--- src/domain_pc_pkg.sv ---
// constants and field layouts for the domain-stage push-constant decoder
// assumes one graphics clock; dwords arrive from the command streamer in order
package domain_pc_pkg;

  localparam logic [2:0] CMD_TYPE_3D = 3'h3;
  localparam logic [1:0] CMD_SUBTYPE_3D = 2'h3;
  localparam logic [2:0] CMD_OPCODE_PIPELINED = 3'h0;
  localparam logic [7:0] SUBOP_PUSH_CONST_DOMAIN = 8'h1a;
  localparam logic [7:0] LEN_DEFAULT = 8'h05;

  localparam int NUM_BUFS = 4;
  localparam int BODY_DWORDS = 6;
  localparam logic [2:0] BODY_LEN01 = 3'h0;
  localparam logic [2:0] BODY_LEN23 = 3'h1;
  localparam logic [2:0] BODY_PTR0 = 3'h2;
  localparam logic [17:0] MAX_UNITS = 18'h00040;
  localparam logic [3:0] SCRATCH_CODE_MAX = 4'hb;
  localparam int TAG_W = 9;
  localparam int TAG_COUNT = 512;
  localparam int TID_W = 24;

  localparam logic [2:0] REG_CTRL = 3'h0;
  localparam logic [2:0] REG_DYN_BASE = 3'h1;
  localparam logic [2:0] REG_SCRATCH = 3'h2;
  localparam logic [2:0] REG_BINDING = 3'h3;
  localparam logic [2:0] REG_SAMPLER = 3'h4;
  localparam logic [2:0] REG_STATUS = 3'h5;
  localparam logic [2:0] REG_LEN01 = 3'h6;
  localparam logic [2:0] REG_LEN23 = 3'h7;

  typedef struct packed {
    logic [2:0] cmd_type;
    logic [1:0] sub_type;
    logic [2:0] opcode;
    logic [7:0] sub_opcode;
    logic [7:0] rsvd;
    logic [7:0] length;
  } cmd_header_type;

  typedef struct packed {logic [15:0] hi; logic [15:0] lo;} len_pair_type;
  typedef struct packed {logic [26:0] addr; logic [4:0] low;} ptr_dword_type;

  typedef struct packed {logic [26:0] sampler; logic rsvd; logic [3:0] scratch_size;} hdr3_type;
  typedef struct packed {logic [26:0] binding; logic [4:0] rsvd;} hdr4_type;
  typedef struct packed {logic [21:0] scratch_off; logic rsvd; logic [8:0] tag;} hdr5_type;
  typedef struct packed {logic [7:0] rsvd; logic [23:0] tid;} hdr6_type;
  typedef struct packed {logic snapshot; logic [30:0] rsvd;} hdr7_type;

  typedef struct packed {logic [29:0] rsvd; logic snapshot; logic offset_disable;} ctrl_type;
  typedef struct packed {logic [21:0] base; logic [5:0] rsvd; logic [3:0] size;} scratch_type;
  typedef struct packed {
    logic [27:0] rsvd;
    logic tag_full;
    logic ptr_violation;
    logic over_limit;
    logic busy;
  } status_type;

endpackage

--- src/domain_pc_if.sv ---
// carriers between the decoder, its fetch sequencer and its tag allocator
// assumes all ends share one clock
`timescale 1ns/1ps
interface pc_cfg_if;
  import domain_pc_pkg::*;
  logic start;
  logic busy;
  logic offset_disable;
  logic [31:0] dyn_base;
  logic [15:0] len [NUM_BUFS];
  logic [26:0] ptr [NUM_BUFS];
  logic [4:0] mocs;
  modport decoder(output start, offset_disable, dyn_base, len, ptr, mocs, input busy);
  modport fetcher(input start, offset_disable, dyn_base, len, ptr, mocs, output busy);
endinterface // pc_cfg_if

interface tag_if;
  import domain_pc_pkg::*;
  logic alloc;
  logic avail;
  logic [TAG_W-1:0] tag;
  logic retire;
  logic [TAG_W-1:0] retire_tag;
  modport user(output alloc, retire, retire_tag, input avail, tag);
  modport allocator(input alloc, retire, retire_tag, output avail, tag);
endinterface // tag_if

--- src/pc_fetch_sequencer.sv ---
// walks the four constant buffers and issues one fetch per enabled buffer
// assumes start is a one-cycle pulse issued only while busy is low
`timescale 1ns/1ps
module pc_fetch_sequencer
(
  input wire logic mclk,
  input wire logic rstn,
  pc_cfg_if.fetcher cfg,
  output logic fetch_valid,
  input wire logic fetch_ready,
  output logic [31:0] fetch_addr,
  output logic [15:0] fetch_units,
  output logic [4:0] fetch_mocs,
  output logic [1:0] fetch_buffer
);
  import domain_pc_pkg::*;

  typedef enum logic [1:0] {fs_idle = 2'b01, fs_run = 2'b10} fetch_state_type;
  fetch_state_type state, next_state;
  logic [15:0] lens [NUM_BUFS], next_lens [NUM_BUFS];
  logic [26:0] ptrs [NUM_BUFS], next_ptrs [NUM_BUFS];
  logic absolute0, next_absolute0;
  logic [31:0] base, next_base;
  logic [2:0] idx, next_idx;
  logic next_valid;
  logic [31:0] next_addr;
  logic [15:0] next_units;
  logic [4:0] next_mocs;
  logic [1:0] next_buffer;
  logic [31:0] aligned;

  assign cfg.busy = (state == fs_run);

  always_comb
  begin
    next_state = state;
    next_lens = lens;
    next_ptrs = ptrs;
    next_absolute0 = absolute0;
    next_base = base;
    next_idx = idx;
    next_valid = fetch_valid;
    next_addr = fetch_addr;
    next_units = fetch_units;
    next_mocs = fetch_mocs;
    next_buffer = fetch_buffer;
    aligned = ptr_dword_type'{addr: ptrs[idx[1:0]], low: '0}; // [RL8]
    case (state)
      fs_idle:
        if (cfg.start)
        begin
          next_lens = cfg.len;
          next_ptrs = cfg.ptr;
          next_absolute0 = cfg.offset_disable;
          next_base = cfg.dyn_base;
          next_mocs = cfg.mocs; // [RL10]
          next_idx = '0;
          next_state = fs_run;
        end
      fs_run:
        if (!fetch_valid || fetch_ready)
        begin
          next_valid = 1'b0;
          if (idx == 3'(NUM_BUFS))
            next_state = fs_idle;
          else
          begin
            next_idx = idx + 3'h1;
            // zero length means the buffer is disabled [RL6]
            if (lens[idx[1:0]] != '0)
            begin
              next_valid = 1'b1;
              next_units = lens[idx[1:0]]; // [RL3]
              next_buffer = idx[1:0];
              // only buffer 0 may be relative to the dynamic base [RL9]
              if (idx == 3'h0 && !absolute0)
                next_addr = base + aligned;
              else
                next_addr = aligned;
            end
          end
        end
      default:
        next_state = fs_idle;
    endcase
  end

  always_ff @(posedge mclk or negedge rstn)
  begin
    if (!rstn)
    begin
      state <= fs_idle;
      for (int i = 0; i < NUM_BUFS; i++)
      begin
        lens[i] <= '0;
        ptrs[i] <= '0;
      end
      absolute0 <= 1'b0;
      base <= '0;
      idx <= '0;
      fetch_valid <= 1'b0;
      fetch_addr <= '0;
      fetch_units <= '0;
      fetch_mocs <= '0;
      fetch_buffer <= '0;
    end
    else
    begin
      state <= next_state;
      lens <= next_lens;
      ptrs <= next_ptrs;
      absolute0 <= next_absolute0;
      base <= next_base;
      idx <= next_idx;
      fetch_valid <= next_valid;
      fetch_addr <= next_addr;
      fetch_units <= next_units;
      fetch_mocs <= next_mocs;
      fetch_buffer <= next_buffer;
    end
  end
endmodule // pc_fetch_sequencer

--- src/pc_tag_allocator.sv ---
// hands out nine-bit tags that stay unique while their thread is outstanding
// assumes retire names only a tag that is currently in use
`timescale 1ns/1ps
module pc_tag_allocator
(
  input wire logic mclk,
  input wire logic rstn,
  tag_if.allocator tags
);
  import domain_pc_pkg::*;

  logic busy [TAG_COUNT], next_busy [TAG_COUNT];
  logic [TAG_W-1:0] ptr, next_ptr;

  // a tag still in use is never handed out again [RL14]
  assign tags.avail = !busy[ptr];
  assign tags.tag = ptr;

  always_comb
  begin
    next_busy = busy;
    next_ptr = ptr;
    if (tags.retire)
      next_busy[tags.retire_tag] = 1'b0;
    if (tags.alloc)
    begin
      next_busy[ptr] = 1'b1;
      next_ptr = ptr + TAG_W'(1);
    end
  end

  always_ff @(posedge mclk or negedge rstn)
  begin
    if (!rstn)
    begin
      for (int i = 0; i < TAG_COUNT; i++)
        busy[i] <= 1'b0;
      ptr <= '0;
    end
    else
    begin
      busy <= next_busy;
      ptr <= next_ptr;
    end
  end
endmodule // pc_tag_allocator

--- src/domain_stage_push_constant_decode.sv ---
// push-constant command decoder and thread header former for the domain stage
// assumes command dwords, fetch and dispatch ports all run on mclk
//
// Behaviour
// RL1 - match header fields and sub-opcode 1Ah
// RL2 - length field is dwords minus two
// RL3 - read lengths count 256-bit units
// RL4 - lengths packed low/high in two dwords
// RL5 - sender keeps total length within 64
// RL6 - zero length disables the buffer
// RL7 - sender zeroes pointer of disabled buffer
// RL8 - pointers in bits 31:5, 32-byte aligned
// RL9 - offset disable picks absolute buffer-0 pointer
// RL10 - buffer-0 control field applies to all
// RL11 - sender uses linear memory only
// RL12 - header carries unique thread id, snapshot
// RL13 - scratch offset in 1KB units
// RL14 - nine-bit tag unique among outstanding threads
// RL15 - binding table pointer, low bits reserved
// RL16 - sampler state pointer in dword three
// RL17 - scratch size code limited to 0..11
`timescale 1ns/1ps
module domain_stage_push_constant_decode
(
  input wire logic mclk,
  input wire logic rstn,
  input wire logic cmd_valid,
  input wire logic [31:0] cmd_data,
  output logic cmd_ready,
  input wire logic [2:0] reg_addr,
  input wire logic [31:0] reg_wdata,
  input wire logic reg_write,
  input wire logic reg_read,
  output logic [31:0] reg_rdata,
  output logic fetch_valid,
  input wire logic fetch_ready,
  output logic [31:0] fetch_addr,
  output logic [15:0] fetch_units,
  output logic [4:0] fetch_mocs,
  output logic [1:0] fetch_buffer,
  input wire logic spawn_req,
  output logic spawn_ack,
  input wire logic retire_valid,
  input wire logic [8:0] retire_tag,
  output logic hdr_valid,
  output domain_pc_pkg::hdr3_type hdr_dw3,
  output domain_pc_pkg::hdr4_type hdr_dw4,
  output domain_pc_pkg::hdr5_type hdr_dw5,
  output domain_pc_pkg::hdr6_type hdr_dw6,
  output domain_pc_pkg::hdr7_type hdr_dw7
);
  import domain_pc_pkg::*;

  typedef enum logic [2:0] {
    st_header = 3'b001,
    st_body = 3'b010,
    st_skip = 3'b100
  } dec_state_type;

  function automatic logic is_pc_header(input logic [31:0] dw);
    cmd_header_type h;
    h = dw;
    return h.cmd_type == CMD_TYPE_3D && h.sub_type == CMD_SUBTYPE_3D &&
           h.opcode == CMD_OPCODE_PIPELINED && h.sub_opcode == SUBOP_PUSH_CONST_DOMAIN;
  endfunction

  pc_cfg_if cfg();
  tag_if tags();

  dec_state_type state, next_state;
  logic [8:0] remain, next_remain;
  logic [2:0] idx, next_idx;
  logic [31:0] body [BODY_DWORDS], next_body [BODY_DWORDS];
  logic start, next_start;
  logic accept;
  cmd_header_type cmd_hdr;
  len_pair_type len01, len23;
  ptr_dword_type ptr0_dw;
  logic [17:0] unit_sum;
  logic over_now, violation_now;

  ctrl_type ctrl, next_ctrl;
  logic [31:0] dyn_base, next_dyn_base;
  scratch_type scratch, next_scratch;
  logic [26:0] binding, next_binding;
  logic [26:0] sampler, next_sampler;
  logic over_limit, next_over_limit;
  logic ptr_violation, next_ptr_violation;
  logic [31:0] next_rdata;
  status_type status, clear_bits;

  logic [TID_W-1:0] tid, next_tid;
  logic next_hdr_valid;
  hdr3_type next_dw3;
  hdr4_type next_dw4;
  hdr5_type next_dw5;
  hdr6_type next_dw6;
  hdr7_type next_dw7;

  //////////////////////////////////////////////////////////////////////////////
  // command intake

  assign cmd_hdr = cmd_data;
  // hold the next header until the previous fetch walk has finished
  assign cmd_ready = !(state == st_header && (cfg.busy || start));
  assign accept = cmd_valid && cmd_ready;

  always_comb
  begin
    next_state = state;
    next_remain = remain;
    next_idx = idx;
    next_body = body;
    next_start = 1'b0;
    case (state)
      st_header:
        if (accept)
        begin
          next_remain = 9'(cmd_hdr.length) + 9'h001; // [RL2]
          next_idx = '0;
          for (int i = 0; i < BODY_DWORDS; i++)
            next_body[i] = '0;
          next_state = is_pc_header(cmd_data) ? st_body : st_skip; // [RL1]
        end
      st_body:
        if (accept)
        begin
          if (idx < 3'(BODY_DWORDS))
          begin
            next_body[idx] = cmd_data;
            next_idx = idx + 3'h1;
          end
          next_remain = remain - 9'h001;
          // every body dword is consumed before the next header [RL2]
          if (remain == 9'h001)
          begin
            next_state = st_header;
            next_start = 1'b1;
          end
        end
      st_skip:
        if (accept)
        begin
          next_remain = remain - 9'h001;
          if (remain == 9'h001)
            next_state = st_header;
        end
      default:
        next_state = st_header;
    endcase
  end

  always_ff @(posedge mclk or negedge rstn)
  begin
    if (!rstn)
    begin
      state <= st_header;
      remain <= '0;
      idx <= '0;
      for (int i = 0; i < BODY_DWORDS; i++)
        body[i] <= '0;
      start <= 1'b0;
    end
    else
    begin
      state <= next_state;
      remain <= next_remain;
      idx <= next_idx;
      body <= next_body;
      start <= next_start;
    end
  end

  //////////////////////////////////////////////////////////////////////////////
  // field extraction toward the fetch sequencer

  assign len01 = body[BODY_LEN01];
  assign len23 = body[BODY_LEN23];
  assign ptr0_dw = body[BODY_PTR0];
  assign cfg.start = start;
  assign cfg.offset_disable = ctrl.offset_disable;
  assign cfg.dyn_base = dyn_base;
  assign cfg.mocs = ptr0_dw.low; // [RL10]
  assign cfg.len[0] = len01.lo; // [RL4]
  assign cfg.len[1] = len01.hi; // [RL4]
  assign cfg.len[2] = len23.lo; // [RL4]
  assign cfg.len[3] = len23.hi; // [RL4]

  for (genvar g = 0; g < NUM_BUFS; g++)
  begin : g_ptr
    ptr_dword_type pd;
    assign pd = body[BODY_PTR0 + 3'(g)];
    assign cfg.ptr[g] = pd.addr; // [RL8]
  end

  // sender-side limits are only reported, never enforced
  always_comb
  begin
    unit_sum = '0;
    violation_now = 1'b0;
    for (int i = 0; i < NUM_BUFS; i++)
    begin
      unit_sum = unit_sum + 18'(cfg.len[i]);
      if (cfg.len[i] == '0 && cfg.ptr[i] != '0)
        violation_now = 1'b1; // [RL7]
    end
    over_now = unit_sum > MAX_UNITS; // [RL5]
  end

  pc_fetch_sequencer u_fetch
  (
    .mclk(mclk),
    .rstn(rstn),
    .cfg(cfg.fetcher),
    .fetch_valid(fetch_valid),
    .fetch_ready(fetch_ready),
    .fetch_addr(fetch_addr),
    .fetch_units(fetch_units),
    .fetch_mocs(fetch_mocs),
    .fetch_buffer(fetch_buffer)
  );

  //////////////////////////////////////////////////////////////////////////////
  // software registers

  always_comb
  begin
    status = '0;
    status.busy = cfg.busy;
    status.over_limit = over_limit;
    status.ptr_violation = ptr_violation;
    status.tag_full = !tags.avail;
  end

  assign clear_bits = (reg_write && reg_addr == REG_STATUS) ? status_type'(reg_wdata) : '0;

  always_comb
  begin
    next_ctrl = ctrl;
    next_dyn_base = dyn_base;
    next_scratch = scratch;
    next_binding = binding;
    next_sampler = sampler;
    next_rdata = '0;
    if (reg_write)
    begin
      if (reg_addr == REG_CTRL)
      begin
        next_ctrl = '0;
        next_ctrl.offset_disable = reg_wdata[0];
        next_ctrl.snapshot = reg_wdata[1];
      end
      else if (reg_addr == REG_DYN_BASE)
        next_dyn_base = reg_wdata;
      else if (reg_addr == REG_SCRATCH)
      begin
        next_scratch = reg_wdata;
        next_scratch.rsvd = '0;
        if (next_scratch.size > SCRATCH_CODE_MAX)
          next_scratch.size = SCRATCH_CODE_MAX; // [RL17]
      end
      else if (reg_addr == REG_BINDING)
        next_binding = reg_wdata[31:5];
      else if (reg_addr == REG_SAMPLER)
        next_sampler = reg_wdata[31:5];
    end
    // a flag raised in the same cycle as its clear stays set
    next_over_limit = (over_limit && !clear_bits.over_limit) || (start && over_now);
    next_ptr_violation = (ptr_violation && !clear_bits.ptr_violation) ||
                         (start && violation_now);
    if (reg_read)
    begin
      if (reg_addr == REG_CTRL)
        next_rdata = ctrl;
      else if (reg_addr == REG_DYN_BASE)
        next_rdata = dyn_base;
      else if (reg_addr == REG_SCRATCH)
        next_rdata = scratch;
      else if (reg_addr == REG_BINDING)
        next_rdata = hdr4_type'{binding: binding, rsvd: '0};
      else if (reg_addr == REG_SAMPLER)
        next_rdata = {sampler, 5'h00};
      else if (reg_addr == REG_STATUS)
        next_rdata = status;
      else if (reg_addr == REG_LEN01)
        next_rdata = len01;
      else
        next_rdata = len23;
    end
  end

  always_ff @(posedge mclk or negedge rstn)
  begin
    if (!rstn)
    begin
      ctrl <= '0;
      dyn_base <= '0;
      scratch <= '0;
      binding <= '0;
      sampler <= '0;
      over_limit <= 1'b0;
      ptr_violation <= 1'b0;
      reg_rdata <= '0;
    end
    else
    begin
      ctrl <= next_ctrl;
      dyn_base <= next_dyn_base;
      scratch <= next_scratch;
      binding <= next_binding;
      sampler <= next_sampler;
      over_limit <= next_over_limit;
      ptr_violation <= next_ptr_violation;
      reg_rdata <= next_rdata;
    end
  end

  //////////////////////////////////////////////////////////////////////////////
  // thread header former

  assign spawn_ack = spawn_req && tags.avail;
  assign tags.alloc = spawn_ack;
  assign tags.retire = retire_valid;
  assign tags.retire_tag = retire_tag;

  pc_tag_allocator u_tags
  (
    .mclk(mclk),
    .rstn(rstn),
    .tags(tags.allocator)
  );

  always_comb
  begin
    next_tid = tid;
    next_hdr_valid = spawn_ack;
    next_dw3 = hdr_dw3;
    next_dw4 = hdr_dw4;
    next_dw5 = hdr_dw5;
    next_dw6 = hdr_dw6;
    next_dw7 = hdr_dw7;
    if (spawn_ack)
    begin
      next_tid = tid + TID_W'(1); // [RL12]
      next_dw3 = '0;
      next_dw3.sampler = sampler; // [RL16]
      next_dw3.scratch_size = scratch.size; // [RL17]
      next_dw4 = '0;
      next_dw4.binding = binding; // [RL15]
      next_dw5 = '0;
      // each tag owns its own slice of the scratch area [RL13]
      next_dw5.scratch_off = scratch.base + 22'({13'h0000, tags.tag} << scratch.size);
      next_dw5.tag = tags.tag; // [RL14]
      next_dw6 = '0;
      next_dw6.tid = tid; // [RL12]
      next_dw7 = '0;
      next_dw7.snapshot = ctrl.snapshot; // [RL12]
    end
  end

  always_ff @(posedge mclk or negedge rstn)
  begin
    if (!rstn)
    begin
      tid <= '0;
      hdr_valid <= 1'b0;
      hdr_dw3 <= '0;
      hdr_dw4 <= '0;
      hdr_dw5 <= '0;
      hdr_dw6 <= '0;
      hdr_dw7 <= '0;
    end
    else
    begin
      tid <= next_tid;
      hdr_valid <= next_hdr_valid;
      hdr_dw3 <= next_dw3;
      hdr_dw4 <= next_dw4;
      hdr_dw5 <= next_dw5;
      hdr_dw6 <= next_dw6;
      hdr_dw7 <= next_dw7;
    end
  end

  //////////////////////////////////////////////////////////////////////////////
  // checks

  logic [4:0] start_mocs;
  logic [TID_W-1:0] last_tid;
  logic hdr_seen;

  always_ff @(posedge mclk or negedge rstn)
  begin
    if (!rstn)
    begin
      start_mocs <= '0;
      last_tid <= '0;
      hdr_seen <= 1'b0;
    end
    else
    begin
      if (start)
        start_mocs <= cfg.mocs;
      if (hdr_valid)
      begin
        last_tid <= hdr_dw6.tid;
        hdr_seen <= 1'b1;
      end
    end
  end
endmodule // domain_stage_push_constant_decode

--- config.mk ---
export PLATFORM = sky130hd
export DESIGN_NAME = domain_stage_push_constant_decode
export DESIGN_NICKNAME = d
export VERILOG_FILES = /design/src/domain_pc_pkg.sv /design/src/domain_pc_if.sv /design/src/pc_fetch_sequencer.sv /design/src/pc_tag_allocator.sv /design/src/domain_stage_push_constant_decode.sv
export SDC_FILE = /design/constraint.sdc
export NUM_CORES = 2
export LEC_CHECK = 0
export BUFFER_PORTS_ARGS = -buffer_cell sky130_fd_sc_hd__buf_2
export CAP_MARGIN = 40
export CELL_PAD_IN_SITES_DETAIL_PLACEMENT = 0
export CELL_PAD_IN_SITES_GLOBAL_PLACEMENT = 1
export CORE_MARGIN = 10
export CORE_UTILIZATION = 30
export CTS_CLUSTER_SIZE = 28
export DETAILED_ROUTE_END_ITERATION = 8
export GPL_TIMING_DRIVEN = 0
export PLACE_DENSITY_LB_ADDON = 0.1
export SLEW_MARGIN = 30
export SYNTH_ARGS = -nofsm -noshare
export SYNTH_HDL_FRONTEND = slang
export SYNTH_HIERARCHICAL = 1
export SYNTH_SLANG_ARGS = --single-unit
export TNS_END_PERCENT = 30
--- constraint.sdc ---
create_clock -name mclk -period 3.8 [get_ports mclk]
set_input_delay 0.76 -clock mclk [delete_from_list [all_inputs] [get_ports mclk]]
set_output_delay 0.76 -clock mclk [all_outputs]
set_load 0.02 [all_outputs]
# Word-level counts from Yosys, hierarchy flattened
# Index checks and enable logic that the tools add are counted.
[word_totals]
reg_bits = 1282
latch_bits = 0
ramBits = 0
romBits = 0
elab_cells = 738
n_memories = 0
[classes]
addsub = 11
mul = 0
n_div = 0
order_cmp = 10
n_eq_ne = 25
shifts = 1
n_mux = 62
n_bitwise = 12
reduce_logical = 58
[op_table]
columns = ["op", "n"]
rows = [
  ["512-bit 2-to-1 mux", 2],
  ["192-bit 2-to-1 mux", 3],
  ["512-bit bitwise AND", 1],
  ["512-bit NOT", 1],
  ["512-bit OR", 1],
  ["192-bit one-hot mux with 2 select lines", 1],
  ["32-bit 2-to-1 mux", 10],
  ["192-bit bitwise mux", 1],
  ["27-bit nonzero test", 4],
  ["32-bit demux with 3-bit select", 1],
  ["16-bit zero test", 4],
  ["27-bit binary-select mux with 2-bit select", 1],
  ["27-bit 2-to-1 mux", 2],
  ["3-bit 2-to-1 mux", 11],
  ["32-bit adder", 1],
  ["16-bit binary-select mux with 2-bit select", 1],
  ["16-bit 2-to-1 mux", 2],
  ["24-bit by 1-bit adder with 24-bit output (second input constant)", 1],
  ["22-bit adder", 1],
  ["9-bit by 4-bit << shifter with 22-bit output", 1],
  ["10-bit greater-or-equal comparator (second input constant)", 2],
  ["10-bit by 1-bit less-than comparator with 1-bit output (second input constant)", 2],
  ["9-bit NOT with 10-bit output", 2],
  ["1-bit logical AND", 19],
  ["45 further kinds", 104],
]

# Longest topological paths before layout
[depth]
word_depth = 11
depth_mapped = 20

# Hierarchy
# The synthesis kept the hierarchy.
[by_module_without_submodules]
columns = ["module", "instances", "cells_each", "area_per_inst_um2", "seq_area_each_um2"]
rows = [
  ["pc_tag_allocator", 1, 2251, 24169.4, 13037.5],
  ["domain_stage_push_constant_decode", 1, 2264, 23442.5, 12012.8],
  ["pc_fetch_sequencer", 1, 1362, 12587.1, 6657.6],
]

# Worst setup path after synthesis
# No wires, ideal clock.
[synth_timing]
path_kind = "register -> register"
startpoint = "register u_fetch.idx[0]"
endpoint = "register u_fetch.fetch_addr[30]"
setup_time_ps = 133
arrival_ps = 3739
required_ps = 3667
setup_slack_ps = -71
stages_incl_launch_ff = 17
path_buffers = 5
period_less_slack_ps = 3871
cell_sequence = "dfrtp_1 buf_6 buf_6 buf_2 buf_2 mux4_2 ha_1 clkbuf_1 a211oi_1 o221ai_1 a21oi_1 nor2_1 o41ai_1 a21oi_1 a31oi_1 xor2_1 o31ai_1"
[synth_between]
elab_chain_len = 6
[synth_lines]
columns = ["item", "line_no", "source"]
rows = [
  ["start: declaration", "pc_fetch_sequencer.sv:24", "logic [2:0] idx, next_idx;"],
  ["start signal: assignment", "pc_fetch_sequencer.sv:114", "idx <= next_idx;"],
  ["2-bit NOT with 3-bit output (implied by the code)", "pc_fetch_sequencer.sv:47, pc_fetch_sequencer.sv:70", ""],
  ["27-bit binary-select mux with 2-bit select or 16-bit binary-select mux with 2-bit select (tied branches)", "pc_fetch_sequencer.sv:47, pc_fetch_sequencer.sv:70", ""],
  ["27-bit 2-to-1 mux (implied by the code) or 16-bit 2-to-1 mux (tied branches) (2 in series)", "pc_fetch_sequencer.sv:47, pc_fetch_sequencer.sv:70", ""],
  ["32-bit adder or 16-bit nonzero test (tied branches)", "pc_fetch_sequencer.sv:77, pc_fetch_sequencer.sv:70", ""],
  ["32-bit 2-to-1 mux or 4-bit AND reduction (tied branches)", "n/a", ""],
  ["end signal: assignment", "pc_fetch_sequencer.sv:116", "fetch_addr <= next_addr;"],
  ["end: declaration", "pc_fetch_sequencer.sv:11", "output logic [31:0] fetch_addr,"],
]
# Parallel ways exist; a longest one is shown, timed or not. The select of a mux whose other input is x is not followed.
# A chain may end at the register's enable or synchronous reset.

# Worst setup path in the final report
[layout_timing]
startpoint = "register u_tags.ptr[3] (netlist: u_tags/tags.tag[3])"
endpoint = "output spawn_ack"
[layout_between]
elab_chain_len = 6
[layout_lines]
columns = ["item", "line_no", "source"]
rows = [
  ["start: declaration", "pc_tag_allocator.sv:13", "logic [TAG_W-1:0] ptr, next_ptr;"],
  ["start signal: assignment", "pc_tag_allocator.sv:43", "ptr <= next_ptr;"],
  ["9-bit NOT with 10-bit output (implied by the code)", "pc_tag_allocator.sv:16", "assign tags.avail = !busy[ptr];"],
  ["1-bit binary-select mux with 9-bit select", "pc_tag_allocator.sv:16", ""],
  ["1-bit 2-to-1 mux (implied by the code) (2 in series)", "pc_tag_allocator.sv:16", ""],
  ["1-bit zero test", "pc_tag_allocator.sv:16", ""],
  ["via tags.avail", "domain_pc_if.sv:20", "logic avail;"],
  ["1-bit logical AND", "domain_stage_push_constant_decode.sv:321", "assign spawn_ack = spawn_req && tags.avail;"],
  ["end: declaration", "domain_stage_push_constant_decode.sv:42", "output logic spawn_ack,"],
]
# The timed path passes the listed nets, and every way through them passes these cells. The select of a mux whose other input is x is not followed.

==> reports/metrics.cfg <==
[sta]
drv_slew = 0
finalWorstSetupSlack_ns = -1.308
skew_ns = 0.04123
setup_viol = 694
period_minus_slack_ns = 5.108
post-route-period-util = 1.344
fin_tns_setup_ns = -550.86
rsz0062_at_grt = yes
max_freq_mhz = 195.8
tightest_slew_ns = 1.003
hold_viol = 0
max_slew_margin = 0.3311

[run_status]
status = finished with violations
violations = negative setup slack

[synth]
yosysMostFrequentCell = dfrtp_1
syn_area_sq_um = 60200
ys_seq_elements = 1267
synth_largest_area_cell = dfrtp_1
synth_cell_types = 97
yosys-top-cells-count = 1265 x dfrtp_1, 1168 x nand2_1, 1166 x o21ai_0
ys_seq_area_frac = 0.5267
yosys_most_used_dff = dfrtp_1
syn_inst = 5877
netlist.area_leader.share = 0.5258
avgSynthCellArea_sq_um = 10.24
ys_warn_count = 6
async_reset_ff_frac = 1.000
synth.area.top_cells = dfrtp_1 53%, o21ai_0 9.7%, nand2_1 7.3%
synth-edff-count = 0

[clocking]
cts_buffers = 154
h-tree-depth = 4
clockBufferDepth = 3
path_clk_slew_ns = 0.06
ctsRootBufferMaster = clkbuf_16
cts_tree = built
cts_sinks = 1267
clk_latency_ns = 0.84

[placed_design]
dp_hpwl_mm = 214.0
port_buffers = 282
place_congestion = 0.9625
pre_cts_ws_ns = -3.816

[power_and_ir_drop]
finalPower_mw = 45.87
vdd_drop_max_mv = 0.4894
p_leak_nw = 35.27
power_density_nw_per_um2 = 601.8

[drt]
wl_per_cell_um = 32.36
finalWirelength_mm = 303.9
drtAntennaViolNets = 0
drt_iter0_markers = 6226
viasPerCell = 5.640
drt_first_pass_iters = 6
drc_errors = 0
vias = 52970

[worst_setup_path]
crit_top_cell = buf_8
crit_arrival_ns = 4.35
end_kind = output port
slowest_stage = dfrtp_4
cp_cell_sequence = buf_8 > buf_8 > buf_6 > mux4_2 > nor2_1 > a221oi_4 > o221ai_1 > o31a_1 > nor3_4 > o2111ai_4 > nand2_4 > clkinv_4 > clkbuf_16 > buf_8
startpoint_type = register
critPathMaxStageDelay_ns = 0.49
worstPathMaxFanout = 10
worstPathRequired_ns = 3.04
crit_type = reg -> out
crit_buf_inv = 6
crit_family = buffers and inverters

[final_layout]
fin_nets = 6774
drive_above_1_share = 0.2339
num-fill-cells = 19950
area_delta_synth_final_pct = 26.63
fin_util = 0.3818

[die]
dieArea_sq_um = 219000
io_pins = 335
die_h_um = 468.0
fp.dieW_um = 468.0
start_util = 0.3015
rows = 164
core-area_sq_um = 199700

[global_routing]
grt_start_max_net_pins = 114
antenna_found_initial = 55
overflow = 0
grt_pass1_wl_mm = 413.7
track_usage = 0.2653
grt_pass1_vias = 50580

[run]
maxCapViolations = 0

[min_path]
min_path_type = in -> reg

==> worst paths after layout <==
path                                                 from                                 end  slack, ns  depth (start not counted)
setup / recovery           u_tags/tags.tag[3]$_DFFE_PN0P_                           spawn_ack      -1.31                         14
min in group asynchronous                            rstn              hdr_dw6[5]$_DFFE_PN0P_       0.49                          2
setup reg to reg           u_tags/tags.tag[3]$_DFFE_PN0P_          u_tags/busy[192]$_DFF_PN0_      -1.11                         23
max in group asynchronous                            rstn  u_fetch/fetch_units[5]$_DFFE_PN0P_       1.19                          5
hold / removal                               reg_wdata[9]              binding[4]$_DFFE_PN0P_       0.22                          2
hold reg to reg                   hdr_dw3[22]$_DFFE_PN0P_             hdr_dw3[22]$_DFFE_PN0P_       0.47                          2
==> power by group <==
part | internal (mW) | total (mW) | switching [mW]
registers | 14.6 | 15.7 | 1.06
clock network | 8.91 | 15.3 | 6.36
logic | 5.40 | 14.9 | 9.50
total | 29.0 | 45.9 | 16.9
==> state kept, by name, summed over array words and instances, names as in the netlist, 27 cells and up <==
| name | flops |
|---|---|
| len23 | 32 |
| cfg.dyn_base | 32 |
| u_tags/busy | 512 |
| u_fetch/ptrs | 108 |
| reg_rdata | 32 |
| binding | 27 |
| g_ptr.pd | 113 |
| hdr_dw5 | 31 |
| len01 | 32 |
| u_fetch/lens | 64 |
| sampler | 27 |
| u_fetch/fetch_addr | 32 |
| hdr_dw4 | 27 |
| hdr_dw3 | 31 |
| u_fetch/base | 32 |
==> cell type report <==
class | instances | area [sq um] | area share
well taps | 2656 | 3323 | 0.04360
clock inverters | 49 | 575.6 | 0.007550
repair buffers | 508 | 4569 | 0.05994
diodes | 32 | 80.08 | 0.001050
inverters | 122 | 462.9 | 0.006073
clock buffers | 229 | 4618 | 0.06058
flip-flops and latches | 1267 | 31720 | 0.4161
plain buffers | 469 | 3760 | 0.04932
multi-input cells | 4059 | 27120 | 0.3558
==> worst register-to-register path: stages, from the launching register on <==
cell       delay, ns
dfrtp_4         0.49
buf_8           0.25
buf_8           0.27
buf_6           0.28
mux4_2          0.23
nor2_1          0.07
a221oi_4        0.43
o221ai_1        0.21
o31a_1          0.19
nor3_4          0.34
o2111ai_4       0.27
nand2_4         0.16
clkinv_4        0.06
clkbuf_16       0.15
buf_4           0.13
buf_8           0.12
buf_12          0.14
buf_8           0.14
buf_4           0.13
buf_4           0.13
nand3_4         0.13
buf_6           0.14
clkbuf_16       0.20
o21ai_1         0.09
==> metal layers <==
metal / wire, um / global-route usage / vias to the layer above
li1: - / - / 22240
met4: 13090 / 0.09488 / 20
met2: 125800 / 0.3769 / 2724
met3: 30680 / 0.07801 / 655
met1: 134100 / 0.3804 / 27330
met5: 126 / 0 / -
==> cell usage in the layout (no fill, tap or decap), drive strengths merged, types with 52 or more instances in the layout <==
cell    synthesis  final
dfrtp        1265   1265
clkbuf        321    544
nand3          64     64
a22o          184    184
nor2          196    196
mux4          144    144
mux2          148    148
o21ai        1170   1170
mux2i         103    103
a21oi         112    112
buf           153    657
nand2        1168   1168
ha             75     75
inv           121    128
a211oi         52     52
==> kinds of logic after synthesis <==
logic type | Yosys count | share of synthesized area
and+or+nand+nor | 1680 | 0.1182
DFF | 1267 | 0.5267
muxes | 395 | 0.09943
buffers and inverters | 596 | 0.04658
xor gates and xnor gates | 78 | 0.01135
adders and majority gates | 109 | 0.02689
other | 1 | 0.00006229
AOI/OAI and AO/OA | 1751 | 0.1708
==> timing repair <==
item                                    in CTS  in global routing
buffers inserted                            63                 72
pin swaps                                   17                 88
cloned                                      14                 15
gates resized for setup                    304                679
endpoints found under the setup margin     714                705
hold buffers                                 1                  0
hold endpoints to repair                    64                  0
==> through the flow <==
| stage | cells | hold WS [ns] | area, sq um |
|---|---|---|---|
| 6_report | 9391 | 0.2215 | 76230 |
| 5_1_grt | 9363 | 0.1910 | 76160 |
| 4_1_cts | 9271 | 0.1538 | 73730 |
| 3_5_place_dp | 8917 | 0.4523 | 66340 |
| 3_3_place_gp | 8860 | 0.4545 | 65110 |
| 2_1_floorplan | 5922 | 0.4370 | 60370 |
No activity file was read; power rests on OpenSTA's default activity.
